`config.mk`:
```
export PLATFORM = sky130hd
export DESIGN_NAME = param_set_special_functions
export DESIGN_NICKNAME = d
export VERILOG_FILES = /design/src/rtl/psf_pkg.sv /design/src/rtl/tol_filter.sv /design/src/rtl/param_set_special_functions.sv
export SDC_FILE = /design/constraint.sdc
export NUM_CORES = 2
export LEC_CHECK = 0
export ABC_AREA = 1
export BUFFER_PORTS_ARGS = -buffer_cell sky130_fd_sc_hd__buf_4
export CAP_MARGIN = 20
export CORE_MARGIN = 1.5
export CORE_UTILIZATION = 40
export CTS_CLUSTER_SIZE = 40
export DETAILED_ROUTE_END_ITERATION = 10
export GPL_ROUTABILITY_DRIVEN = 0
export PLACE_DENSITY = 0.53
export SLEW_MARGIN = 20
export SYNTH_ARGS = -nofsm -noshare
export SYNTH_HDL_FRONTEND = slang
export SYNTH_SLANG_ARGS = --single-unit
export TNS_END_PERCENT = 1
```
`constraint.sdc`:
```
create_clock -name core_clk_i -period 23.1 [get_ports core_clk_i]
set_clock_uncertainty 0.1 [all_clocks]
set_input_delay 4.62 -clock core_clk_i [delete_from_list [all_inputs] [get_ports core_clk_i]]
set_output_delay 4.62 -clock core_clk_i [all_outputs]
set_load 0.05 [all_outputs]
```
`src/rtl/psf_pkg.sv`:
```
package psf_pkg;

	// ****************************************
	// register offsets (byte addresses)
	// ****************************************
	localparam logic [7:0] ADDR_CTRL       = 8'h00;
	localparam logic [7:0] ADDR_SEL_DELAY  = 8'h04;
	localparam logic [7:0] ADDR_SPECIAL    = 8'h08;
	localparam logic [7:0] ADDR_TOL_AB     = 8'h0c;
	localparam logic [7:0] ADDR_TOL_Z      = 8'h10;
	localparam logic [7:0] ADDR_TOL_S      = 8'h14;
	localparam logic [7:0] ADDR_STANDSTILL = 8'h18;
	localparam logic [7:0] ADDR_OVERSPEED  = 8'h1c;
	localparam logic [7:0] ADDR_RATIO      = 8'h20;
	localparam logic [7:0] ADDR_VOLT_LIM   = 8'h24;
	localparam logic [7:0] ADDR_STATUS     = 8'h28;

	// ****************************************
	// field positions
	// ****************************************
	localparam int CTRL_MODE_LSB  = 0;
	localparam int CTRL_BASIC_LSB = 2;
	localparam int CTRL_IDX_PNP   = 4;
	localparam int CTRL_SUPV_VOLT = 5;
	localparam int VOLT_HI_LSB    = 16;
	localparam int STAT_ERR_LSB   = 4;
	localparam int STAT_OUT_LSB   = 12;
	localparam int STAT_RESTART   = 20;

	// error bits
	localparam int ERR_AB    = 0;
	localparam int ERR_Z     = 1;
	localparam int ERR_S     = 2;
	localparam int ERR_PLAUS = 3;
	localparam int ERR_FMAX  = 4;
	localparam int ERR_SEL   = 5;

	// ****************************************
	// reset values
	// ****************************************
	localparam logic [5:0]  RST_CTRL      = 6'h00;
	localparam logic [15:0] RST_SEL_DELAY = 16'h0000;
	localparam logic [31:0] RST_SPECIAL   = 32'h0000_0000;
	localparam logic [15:0] RST_TOL       = 16'h0000;
	localparam logic [23:0] RST_THRESHOLD = 24'h00_0000;
	localparam logic [7:0]  RST_RATIO     = 8'h01;
	localparam logic [15:0] RST_VOLT_LO   = 16'h0000;
	localparam logic [15:0] RST_VOLT_HI   = 16'h7530;

	// ****************************************
	// basic configuration figures
	// ****************************************
	localparam logic [23:0] PROX_STANDSTILL_HZ = 24'd2;
	localparam logic [23:0] PROX_OVERSPEED_HZ  = 24'd500;
	localparam logic [23:0] PROX_FMAX_HZ       = 24'd3500;
	localparam logic [23:0] ENC_STANDSTILL_HZ  = 24'd100;
	localparam logic [23:0] ENC_OVERSPEED_HZ   = 24'd5000;
	localparam logic [23:0] ENC_FMAX_HZ        = 24'd1000000;
	localparam logic [23:0] HYST_DIVISOR       = 24'd50;
	localparam logic [3:0]  WRONG_DIR_PULSES   = 4'd10;
	localparam logic [15:0] SUPV_MAX_MV        = 16'd30000;

	typedef enum logic [1:0] {
		SEL_NONE        = 2'h0,
		SEL_ONE_OF_FOUR = 2'h1,
		SEL_ALL16       = 2'h2
	} sel_mode_t;

	typedef enum logic [1:0] {
		BASIC_OFF     = 2'h0,
		BASIC_PROX    = 2'h1,
		BASIC_ENCODER = 2'h2
	} basic_t;

	typedef enum logic [1:0] {
		SPF_NONE    = 2'h0,
		SPF_NO_DIAG = 2'h1,
		SPF_ACK     = 2'h2,
		SPF_RESTART = 2'h3
	} special_t;

endpackage

```
`src/rtl/tol_filter.sv`:
```
`timescale 1ns/1ps
module tol_filter import psf_pkg::*; #(
	parameter int W = 16
) (
	input  wire logic         core_clk_i,
	input  wire logic         sys_rst_i,
	input  wire logic         clear_i,
	input  wire logic         invalid_i,
	input  wire logic [W-1:0] tol_i,
	output logic              fault_o
);
	typedef struct packed {
		logic [W-1:0] cnt;
		logic         fault;
	} filt_t;

	filt_t st_reg;
	filt_t st_next;

	// leaky count: short bursts drain away, so a chattering level may take
	// several tolerance windows before it is reported
	always_comb begin
		st_next = st_reg;
		if (clear_i) begin
			st_next = '0;
		end else if (invalid_i) begin
			if (st_reg.cnt != '1)
				st_next.cnt = st_reg.cnt + W'(1);
		end else if (st_reg.cnt != '0) begin
			st_next.cnt = st_reg.cnt - W'(1);
		end
		st_next.fault = !clear_i && invalid_i && (st_reg.cnt >= tol_i);
	end

	always_ff @(posedge core_clk_i or posedge sys_rst_i) begin
		if (sys_rst_i)
			st_reg <= '0;
		else
			st_reg <= st_next;
	end

	assign fault_o = st_reg.fault;
endmodule

```
`src/rtl/param_set_special_functions.sv`:
```
`timescale 1ns/1ps
module param_set_special_functions import psf_pkg::*; (
	input  wire logic        core_clk_i,
	input  wire logic        sys_rst_i,
	input  wire logic [7:0]  addr_i,
	input  wire logic [31:0] wr_data_i,
	input  wire logic        wr_en_i,
	input  wire logic        rd_en_i,
	output logic [31:0]      rd_data_o,
	input  wire logic [3:0]  sel_i,
	input  wire logic        ab_invalid_i,
	input  wire logic        z_invalid_i,
	input  wire logic        supervision_fault_i,
	input  wire logic [15:0] supervision_mv_i,
	input  wire logic [23:0] ab_track_frequency_i,
	input  wire logic [23:0] index_track_frequency_i,
	input  wire logic        dir_pulse_i,
	input  wire logic        dir_left_i,
	output logic             relay_out_one_o,
	output logic             relay_out_two_o,
	output logic             semi_out_one_o,
	output logic             semi_out_two_o,
	output logic             semi_out_three_o,
	output logic             semi_out_four_o,
	output logic             external_out_one_o,
	output logic             external_out_two_o,
	output logic             restart_o,
	output logic [3:0]       active_set_o
);
	// ****************************************
	// state
	// ****************************************
	typedef struct packed {
		logic [6:0]  pin_meta;
		logic [6:0]  pin_sync;
		logic [3:0]  cand;
		logic [15:0] dly_cnt;
		logic [3:0]  active;
		logic        set_chg;
		logic [3:0]  fired_idx;
		logic        armed;
		logic [5:0]  ctrl;
		logic [15:0] sel_delay;
		logic [31:0] special;
		logic [15:0] tol_ab;
		logic [15:0] tol_z;
		logic [15:0] tol_s;
		logic [23:0] standstill;
		logic [23:0] overspeed;
		logic [7:0]  ratio;
		logic [15:0] volt_lo;
		logic [15:0] volt_hi;
		logic [5:0]  err;
		logic        restart;
		logic        stand_on;
		logic        speed_ok;
		logic [3:0]  wrong_l;
		logic [3:0]  wrong_r;
		logic [7:0]  outs;
		logic [31:0] rd_data;
	} state_t;

	state_t st_reg;
	state_t st_next;

	logic        ab_fault;
	logic        z_fault;
	logic        s_fault;
	logic [15:0] z_tol;
	logic        idx_pnp;
	logic        filt_clear;

	assign idx_pnp    = st_reg.ctrl[CTRL_IDX_PNP];
	assign filt_clear = st_reg.restart;
	// index track shares the ab tolerance unless it is a pnp switch
	assign z_tol = idx_pnp ? st_reg.tol_z : st_reg.tol_ab;

	// ****************************************
	// level filters
	// ****************************************
	tol_filter #(.W(16)) u_filt_ab (
		.core_clk_i (core_clk_i),
		.sys_rst_i  (sys_rst_i),
		.clear_i    (filt_clear),
		.invalid_i  (st_reg.pin_sync[0]),
		.tol_i      (st_reg.tol_ab),
		.fault_o    (ab_fault)
	);

	tol_filter #(.W(16)) u_filt_z (
		.core_clk_i (core_clk_i),
		.sys_rst_i  (sys_rst_i),
		.clear_i    (filt_clear),
		.invalid_i  (st_reg.pin_sync[1]),
		.tol_i      (z_tol),
		.fault_o    (z_fault)
	);

	tol_filter #(.W(16)) u_filt_s (
		.core_clk_i (core_clk_i),
		.sys_rst_i  (sys_rst_i),
		.clear_i    (filt_clear),
		.invalid_i  (st_reg.pin_sync[2] && !st_reg.ctrl[CTRL_SUPV_VOLT]),
		.tol_i      (st_reg.tol_s),
		.fault_o    (s_fault)
	);

	// ****************************************
	// next state
	// ****************************************
	always_comb begin
		logic [1:0]  mode;
		logic [1:0]  basic;
		logic        spf_allowed;
		logic [3:0]  sel_now;
		logic [3:0]  commit_set;
		logic        commit;
		logic        onehot_ok;
		logic [1:0]  spf;
		logic [23:0] thr_stand;
		logic [23:0] thr_speed;
		logic [23:0] fmax;
		logic [23:0] f_ab;
		logic [31:0] expect_ab;
		logic [31:0] margin;
		logic        plaus_bad;
		logic        volt_bad;
		logic [5:0]  err_now;
		logic        fire_ack;
		logic        fire_restart;
		logic        left_ok;
		logic        right_ok;
		logic        run;

		mode         = '0;
		basic        = '0;
		spf_allowed  = 1'b0;
		sel_now      = '0;
		commit_set   = '0;
		commit       = 1'b0;
		onehot_ok    = 1'b0;
		spf          = '0;
		thr_stand    = '0;
		thr_speed    = '0;
		fmax         = '0;
		f_ab         = '0;
		expect_ab    = '0;
		margin       = '0;
		plaus_bad    = 1'b0;
		volt_bad     = 1'b0;
		err_now      = '0;
		fire_ack     = 1'b0;
		fire_restart = 1'b0;
		left_ok      = 1'b0;
		right_ok     = 1'b0;
		run          = 1'b0;
		st_next      = st_reg;

		// pins pass two flip-flops before anything reads them
		st_next.pin_meta = {sel_i, supervision_fault_i, z_invalid_i, ab_invalid_i};
		st_next.pin_sync = st_reg.pin_meta;

		mode  = st_reg.ctrl[CTRL_MODE_LSB +: 2];
		basic = st_reg.ctrl[CTRL_BASIC_LSB +: 2];
		spf_allowed = (basic == BASIC_OFF) &&
			(mode == SEL_ONE_OF_FOUR || mode == SEL_ALL16);

		// ****************************************
		// set selection
		// ****************************************
		sel_now   = st_reg.pin_sync[6:3];
		onehot_ok = (sel_now == 4'h1) || (sel_now == 4'h2) ||
			(sel_now == 4'h4) || (sel_now == 4'h8);
		if (sel_now != st_reg.cand) begin
			st_next.cand    = sel_now;
			st_next.dly_cnt = '0;
		end else if (st_reg.dly_cnt < st_reg.sel_delay) begin
			st_next.dly_cnt = st_reg.dly_cnt + 16'h0001;
		end else begin
			commit = 1'b1;
		end
		if (basic != BASIC_OFF || mode == SEL_NONE) begin
			commit_set = 4'h0;
		end else if (mode == SEL_ONE_OF_FOUR && !(commit && onehot_ok)) begin
			commit_set = st_reg.active;
		end else begin
			commit_set = commit ? st_reg.cand : st_reg.active;
		end
		st_next.active  = commit_set;
		st_next.set_chg = (commit_set != st_reg.active);

		// ****************************************
		// one-shot special functions
		// ****************************************
		spf = st_reg.special[{st_reg.active, 1'b0} +: 2];
		if (!spf_allowed)
			spf = SPF_NONE;
		if (st_reg.active != st_reg.fired_idx)
			st_next.armed = 1'b1;
		if (st_reg.set_chg && (st_reg.armed || st_reg.active != st_reg.fired_idx)) begin
			fire_ack     = (spf == SPF_ACK);
			fire_restart = (spf == SPF_RESTART) || fire_ack;
		end
		if (fire_restart) begin
			st_next.armed     = 1'b0;
			st_next.fired_idx = st_reg.active;
		end
		st_next.restart = fire_restart;

		// ****************************************
		// thresholds and monitoring
		// ****************************************
		case (basic)
			BASIC_PROX: begin
				thr_stand = PROX_STANDSTILL_HZ;
				thr_speed = PROX_OVERSPEED_HZ;
				fmax      = PROX_FMAX_HZ;
			end
			BASIC_ENCODER: begin
				thr_stand = ENC_STANDSTILL_HZ;
				thr_speed = ENC_OVERSPEED_HZ;
				fmax      = ENC_FMAX_HZ;
			end
			default: begin
				thr_stand = RST_THRESHOLD;
				thr_speed = RST_THRESHOLD;
				fmax      = '1;
			end
		endcase
		if (st_reg.standstill != RST_THRESHOLD)
			thr_stand = st_reg.standstill;
		if (st_reg.overspeed != RST_THRESHOLD)
			thr_speed = st_reg.overspeed;

		f_ab = ab_track_frequency_i;
		// 2 % hysteresis band on both switch points
		if (f_ab < thr_stand)
			st_next.stand_on = 1'b1;
		else if (f_ab > thr_stand + thr_stand / HYST_DIVISOR)
			st_next.stand_on = 1'b0;
		if (f_ab > thr_speed)
			st_next.speed_ok = 1'b0;
		else if (f_ab < thr_speed - thr_speed / HYST_DIVISOR)
			st_next.speed_ok = 1'b1;

		// ratio check; an eighth of the ab frequency is the allowed slack
		expect_ab = 32'(index_track_frequency_i) * 32'(st_reg.ratio);
		margin    = {8'h00, f_ab >> 3};
		plaus_bad = ({8'h00, f_ab} > expect_ab + margin) ||
			({8'h00, f_ab} + margin < expect_ab);
		if (spf == SPF_NO_DIAG && idx_pnp)
			plaus_bad = 1'b0;
		volt_bad = st_reg.ctrl[CTRL_SUPV_VOLT] &&
			((supervision_mv_i < st_reg.volt_lo) ||
			(supervision_mv_i > st_reg.volt_hi) ||
			(supervision_mv_i > SUPV_MAX_MV));

		err_now[ERR_AB]    = ab_fault;
		err_now[ERR_Z]     = z_fault;
		err_now[ERR_S]     = s_fault || volt_bad;
		err_now[ERR_PLAUS] = plaus_bad;
		err_now[ERR_FMAX]  = f_ab > fmax;
		err_now[ERR_SEL]   = (basic == BASIC_OFF) && (mode == SEL_ONE_OF_FOUR) &&
			commit && !onehot_ok;
		// a new fault in the acknowledge cycle still latches
		if (fire_ack)
			st_next.err = err_now;
		else
			st_next.err = st_reg.err | err_now;

		// ****************************************
		// direction monitors
		// ****************************************
		if (st_reg.restart) begin
			st_next.wrong_l = '0;
			st_next.wrong_r = '0;
		end else if (dir_pulse_i) begin
			if (dir_left_i) begin
				st_next.wrong_l = '0;
				if (st_reg.wrong_r <= WRONG_DIR_PULSES)
					st_next.wrong_r = st_reg.wrong_r + 4'h1;
			end else begin
				st_next.wrong_r = '0;
				if (st_reg.wrong_l <= WRONG_DIR_PULSES)
					st_next.wrong_l = st_reg.wrong_l + 4'h1;
			end
		end
		left_ok  = st_reg.wrong_l <= WRONG_DIR_PULSES;
		right_ok = st_reg.wrong_r <= WRONG_DIR_PULSES;

		// ****************************************
		// outputs: automatic start, no switch delay
		// ****************************************
		run = (st_reg.err == '0) && !st_reg.restart && !fire_restart;
		st_next.outs[0] = run && st_reg.stand_on;
		st_next.outs[1] = run && st_reg.speed_ok;
		st_next.outs[2] = run && st_reg.stand_on;
		st_next.outs[3] = run && st_reg.speed_ok;
		st_next.outs[4] = run && (basic == BASIC_ENCODER) && left_ok;
		st_next.outs[5] = run && (basic == BASIC_ENCODER) && right_ok;
		st_next.outs[6] = run && (basic == BASIC_ENCODER) && left_ok;
		st_next.outs[7] = run && (basic == BASIC_ENCODER) && right_ok;

		// ****************************************
		// register port
		// ****************************************
		if (wr_en_i) begin
			if (addr_i == ADDR_CTRL)
				st_next.ctrl = wr_data_i[5:0];
			else if (addr_i == ADDR_SEL_DELAY)
				st_next.sel_delay = wr_data_i[15:0];
			else if (addr_i == ADDR_SPECIAL)
				st_next.special = wr_data_i;
			else if (addr_i == ADDR_TOL_AB)
				st_next.tol_ab = wr_data_i[15:0];
			else if (addr_i == ADDR_TOL_Z)
				st_next.tol_z = wr_data_i[15:0];
			else if (addr_i == ADDR_TOL_S)
				st_next.tol_s = wr_data_i[15:0];
			else if (addr_i == ADDR_STANDSTILL)
				st_next.standstill = wr_data_i[23:0];
			else if (addr_i == ADDR_OVERSPEED)
				st_next.overspeed = wr_data_i[23:0];
			else if (addr_i == ADDR_RATIO)
				st_next.ratio = wr_data_i[7:0];
			else if (addr_i == ADDR_VOLT_LIM) begin
				st_next.volt_lo = wr_data_i[15:0];
				st_next.volt_hi = wr_data_i[VOLT_HI_LSB +: 16];
			end
		end
		st_next.rd_data = '0;
		if (rd_en_i) begin
			if (addr_i == ADDR_CTRL)
				st_next.rd_data = {26'h0, st_reg.ctrl};
			else if (addr_i == ADDR_SEL_DELAY)
				st_next.rd_data = {16'h0, st_reg.sel_delay};
			else if (addr_i == ADDR_SPECIAL)
				st_next.rd_data = st_reg.special;
			else if (addr_i == ADDR_TOL_AB)
				st_next.rd_data = {16'h0, st_reg.tol_ab};
			else if (addr_i == ADDR_TOL_Z)
				st_next.rd_data = {16'h0, st_reg.tol_z};
			else if (addr_i == ADDR_TOL_S)
				st_next.rd_data = {16'h0, st_reg.tol_s};
			else if (addr_i == ADDR_STANDSTILL)
				st_next.rd_data = {8'h0, st_reg.standstill};
			else if (addr_i == ADDR_OVERSPEED)
				st_next.rd_data = {8'h0, st_reg.overspeed};
			else if (addr_i == ADDR_RATIO)
				st_next.rd_data = {24'h0, st_reg.ratio};
			else if (addr_i == ADDR_VOLT_LIM)
				st_next.rd_data = {st_reg.volt_hi, st_reg.volt_lo};
			else if (addr_i == ADDR_STATUS)
				st_next.rd_data = {11'h0, st_reg.restart, st_reg.outs,
					2'h0, st_reg.err, st_reg.active};
		end
	end

	always_ff @(posedge core_clk_i or posedge sys_rst_i) begin
		if (sys_rst_i) begin
			st_reg            <= '0;
			st_reg.ctrl       <= RST_CTRL;
			st_reg.sel_delay  <= RST_SEL_DELAY;
			st_reg.special    <= RST_SPECIAL;
			st_reg.tol_ab     <= RST_TOL;
			st_reg.tol_z      <= RST_TOL;
			st_reg.tol_s      <= RST_TOL;
			st_reg.standstill <= RST_THRESHOLD;
			st_reg.overspeed  <= RST_THRESHOLD;
			st_reg.ratio      <= RST_RATIO;
			st_reg.volt_lo    <= RST_VOLT_LO;
			st_reg.volt_hi    <= RST_VOLT_HI;
			st_reg.armed      <= 1'b1;
		end else begin
			st_reg <= st_next;
		end
	end

	assign rd_data_o          = st_reg.rd_data;
	assign relay_out_one_o    = st_reg.outs[0];
	assign relay_out_two_o    = st_reg.outs[1];
	assign semi_out_one_o     = st_reg.outs[2];
	assign semi_out_two_o     = st_reg.outs[3];
	assign external_out_one_o = st_reg.outs[4];
	assign external_out_two_o = st_reg.outs[5];
	assign semi_out_three_o   = st_reg.outs[6];
	assign semi_out_four_o    = st_reg.outs[7];
	assign restart_o          = st_reg.restart;
	assign active_set_o       = st_reg.active;
endmodule

```
==> results.md <==
* Status: finished, final reports clean
* Seq cells post-synth at 338
* Vias per Instance at 5.21
* Share of layout cells above drive strength 1 at 0.113
* Max_slew headroom at 0.313
* Cells after Synth at 5290
* Setup CP Type: reg -> reg
* Vias at 34400
* Slew of the pin with the lowest slew margin at 1.02 ns
* Hold Crit Class: reg -> reg
* Row Count at 113
* Clock transition at path regs at 0.07 ns
* Worst-Skew Late Latency at 0.58 ns
* Post-cts resize count at 0
* DP HPWL at 97000 um
* WP data arrival at 14.31 ns
* TritonCTS clock tree: yes
* Nets at 6017
* CP max stage delay at 0.47 ns
* Initial DRC Count at 2370
* Antenna violation net count after detailed routing at 0
* Largest net degree at the start of global routing at 74
* Post-CTS Hold Fix Bufs at 0
* Syn. warnings at 0
* GR Util met1 at 0.333
* Area delta synth->final at 9.04%
* Setup bufs post-CTS at 0
* Gr usage total at 0.249
* Ys flop type: dfrtp_1
* Post-Route WL at 121000 um
* Clock root buffer: clkbuf_16
* CP startpoint kind: flop
* Die footprint at 97200 um^2
* DRC viols at 0
* Synth async-reset ratio at 1.00
* Syn_nets at 5990
* Num CTS Buffers at 40
* Max-capacitance violation count at 0
* Top Ports at 162
* Drt pass-1 iters at 5
* Port Buffer Count at 161
* Commonest non-fill, non-tap cell in the layout: nand2_1
* Vias in the first global route at 32900
* Maximum clock insertion buffer count at 3
* Global-route wire length before repair at 191000 um
* Fin. max-slew vios at 0
* Most common cell on crit path: nand2_2
* Die Height at 312 um
* RSZ-0062 raised after global routing: no
* Final period util at 0.603
* Setup Viol. Count Final at 0
* Most frequent cells in the layout: nand2_1 (1161), inv_1 (801), ha_1 (444)
* Gr ovfl total at 0
* CP required at 23.48 ns
* Slowest cell on crit path: dfrtp_1
* Tmin final at 13.92 ns
* GRT Max-Usage Layer: met2
* Wire length per cell at 18.4 um
* CTS H-Tree Depth at 2
* Final Hold Fails at 0
* Sequential cell area fraction in the yosys report at 0.222
* Maximum clock rate at 0.0718 GHz
* Die X at 312 um
* Setup crit end kind: flop
* M2 GR Usage at 0.422
* Initial antenna violation count at 2
* Worst Path Max Fanout at 8
* Max FFs per register at 238
* Starting Density at 0.402
* Netlist cell types at 74
* Cell Area, Synth at 38100 um^2
* Avg Inst Size Synth at 7.21 um^2
* Number of enable flip-flop cells after synthesis at 0
* Clock Sink Count at 338
* Met3 GRT Util at 0.0221
* Setup TNS Final at 0 ns
* Core area at 94700 um^2
==> cell type report <==
class                           count  area, um^2
Inverter                          879        3330
Sequential cell                   338        8470
Fill cell                        9896       53200
Clock inverter                     18         233
Multi-Input combinational cell   3875       25400
Antenna cell                        1        2.50
Timing Repair Buffer              183        1410
Tap cell                         1265        1580
Clock buffer                       54        1120
==> critical path, delay by kind of cell, from the launching register on <==
kind | cells | cell delay [ns]
AND/OR/NAND/NOR | 86 | 9.16
AO/OA/AOI/OAI | 14 | 2.65
adder cells (fa/ha/maj) | 3 | 0.94
flip-flops | 1 | 0.47
buffers and inverters | 4 | 0.30
XOR/XNOR | 1 | 0.17
==> per-stage QoR <==
stage | cells | setup slack, ns | util | hold WS [ns] | instance area, um^2
after global routing | 6612 | 7.52 | 0.439 | 0.255 | 41600
after floorplan | 5290 | 9.03 | - | 0.231 | 38100
after global placement | 6538 | 9.62 | 0.424 | 0.233 | 40100
after detailed placement | 6538 | 9.35 | 0.424 | 0.236 | 40100
after CTS | 6610 | 9.33 | 0.438 | 0.249 | 41500
final | 6613 | 9.18 | 0.439 | 0.246 | 41600
==> worst paths after layout <==
path	start	end	slack [ns]	depth (start not counted)
setup / recovery	st_reg[117]$_DFFE_PP0P_	st_reg[48]$_DFFE_PP0P_	9.18	108
hold / removal	st_next[278]$_DFF_PP0_	st_reg[278]$_DFF_PP0_	0.25	0
setup reg to reg	st_reg[117]$_DFFE_PP0P_	st_reg[48]$_DFFE_PP0P_	9.18	108
hold reg to reg	st_next[278]$_DFF_PP0_	st_reg[278]$_DFF_PP0_	0.25	0
max in group asynchronous	sys_rst_i	st_reg[186]$_DFFE_PP0P_	16.77	4
min in group asynchronous	sys_rst_i	u_filt_s.st_reg[13]$_DFFE_PP0P_	3.96	2
==> layer usage <==
layer	wire, um	vias up
met5	27	-
met1	55000	16100
met3	5170	164
met4	4130	4
met2	57200	794
li1	-	17400
==> Yosys cell counts, drive strengths merged, types with 18 or more instances <==
library cell     n  share of area
nand4          102          0.022
o211ai          28         0.0055
nor4            36         0.0059
a21oi          310          0.041
inv            861          0.085
buf             51         0.0098
clkbuf         147          0.015
o21ai          435          0.058
nor2           325          0.036
xnor2           38         0.0087
nand3          277          0.039
o221ai          29         0.0067
o31ai           18         0.0035
o22ai           18         0.0030
a211oi          36         0.0071
fa             139          0.073
dfrtp          329           0.22
o21bai          19         0.0038
nand2         1347           0.15
o2111ai         20         0.0046
ha             444           0.15
o21a            23         0.0046
xor2            98          0.023
nor3            37         0.0049
==> cells by family after synthesis <==
| group | synth area share |
|---|---|
| fa+ha+maj | 0.219 |
| xor+xnor | 0.0312 |
| compound gates | 0.151 |
| simple gates | 0.264 |
| flops | 0.222 |
| buf+inv | 0.112 |
| mux | 0.000295 |
Power is not shown: default switching activity piles up to over one toggle a cycle in this logic, so the estimate is an artifact.
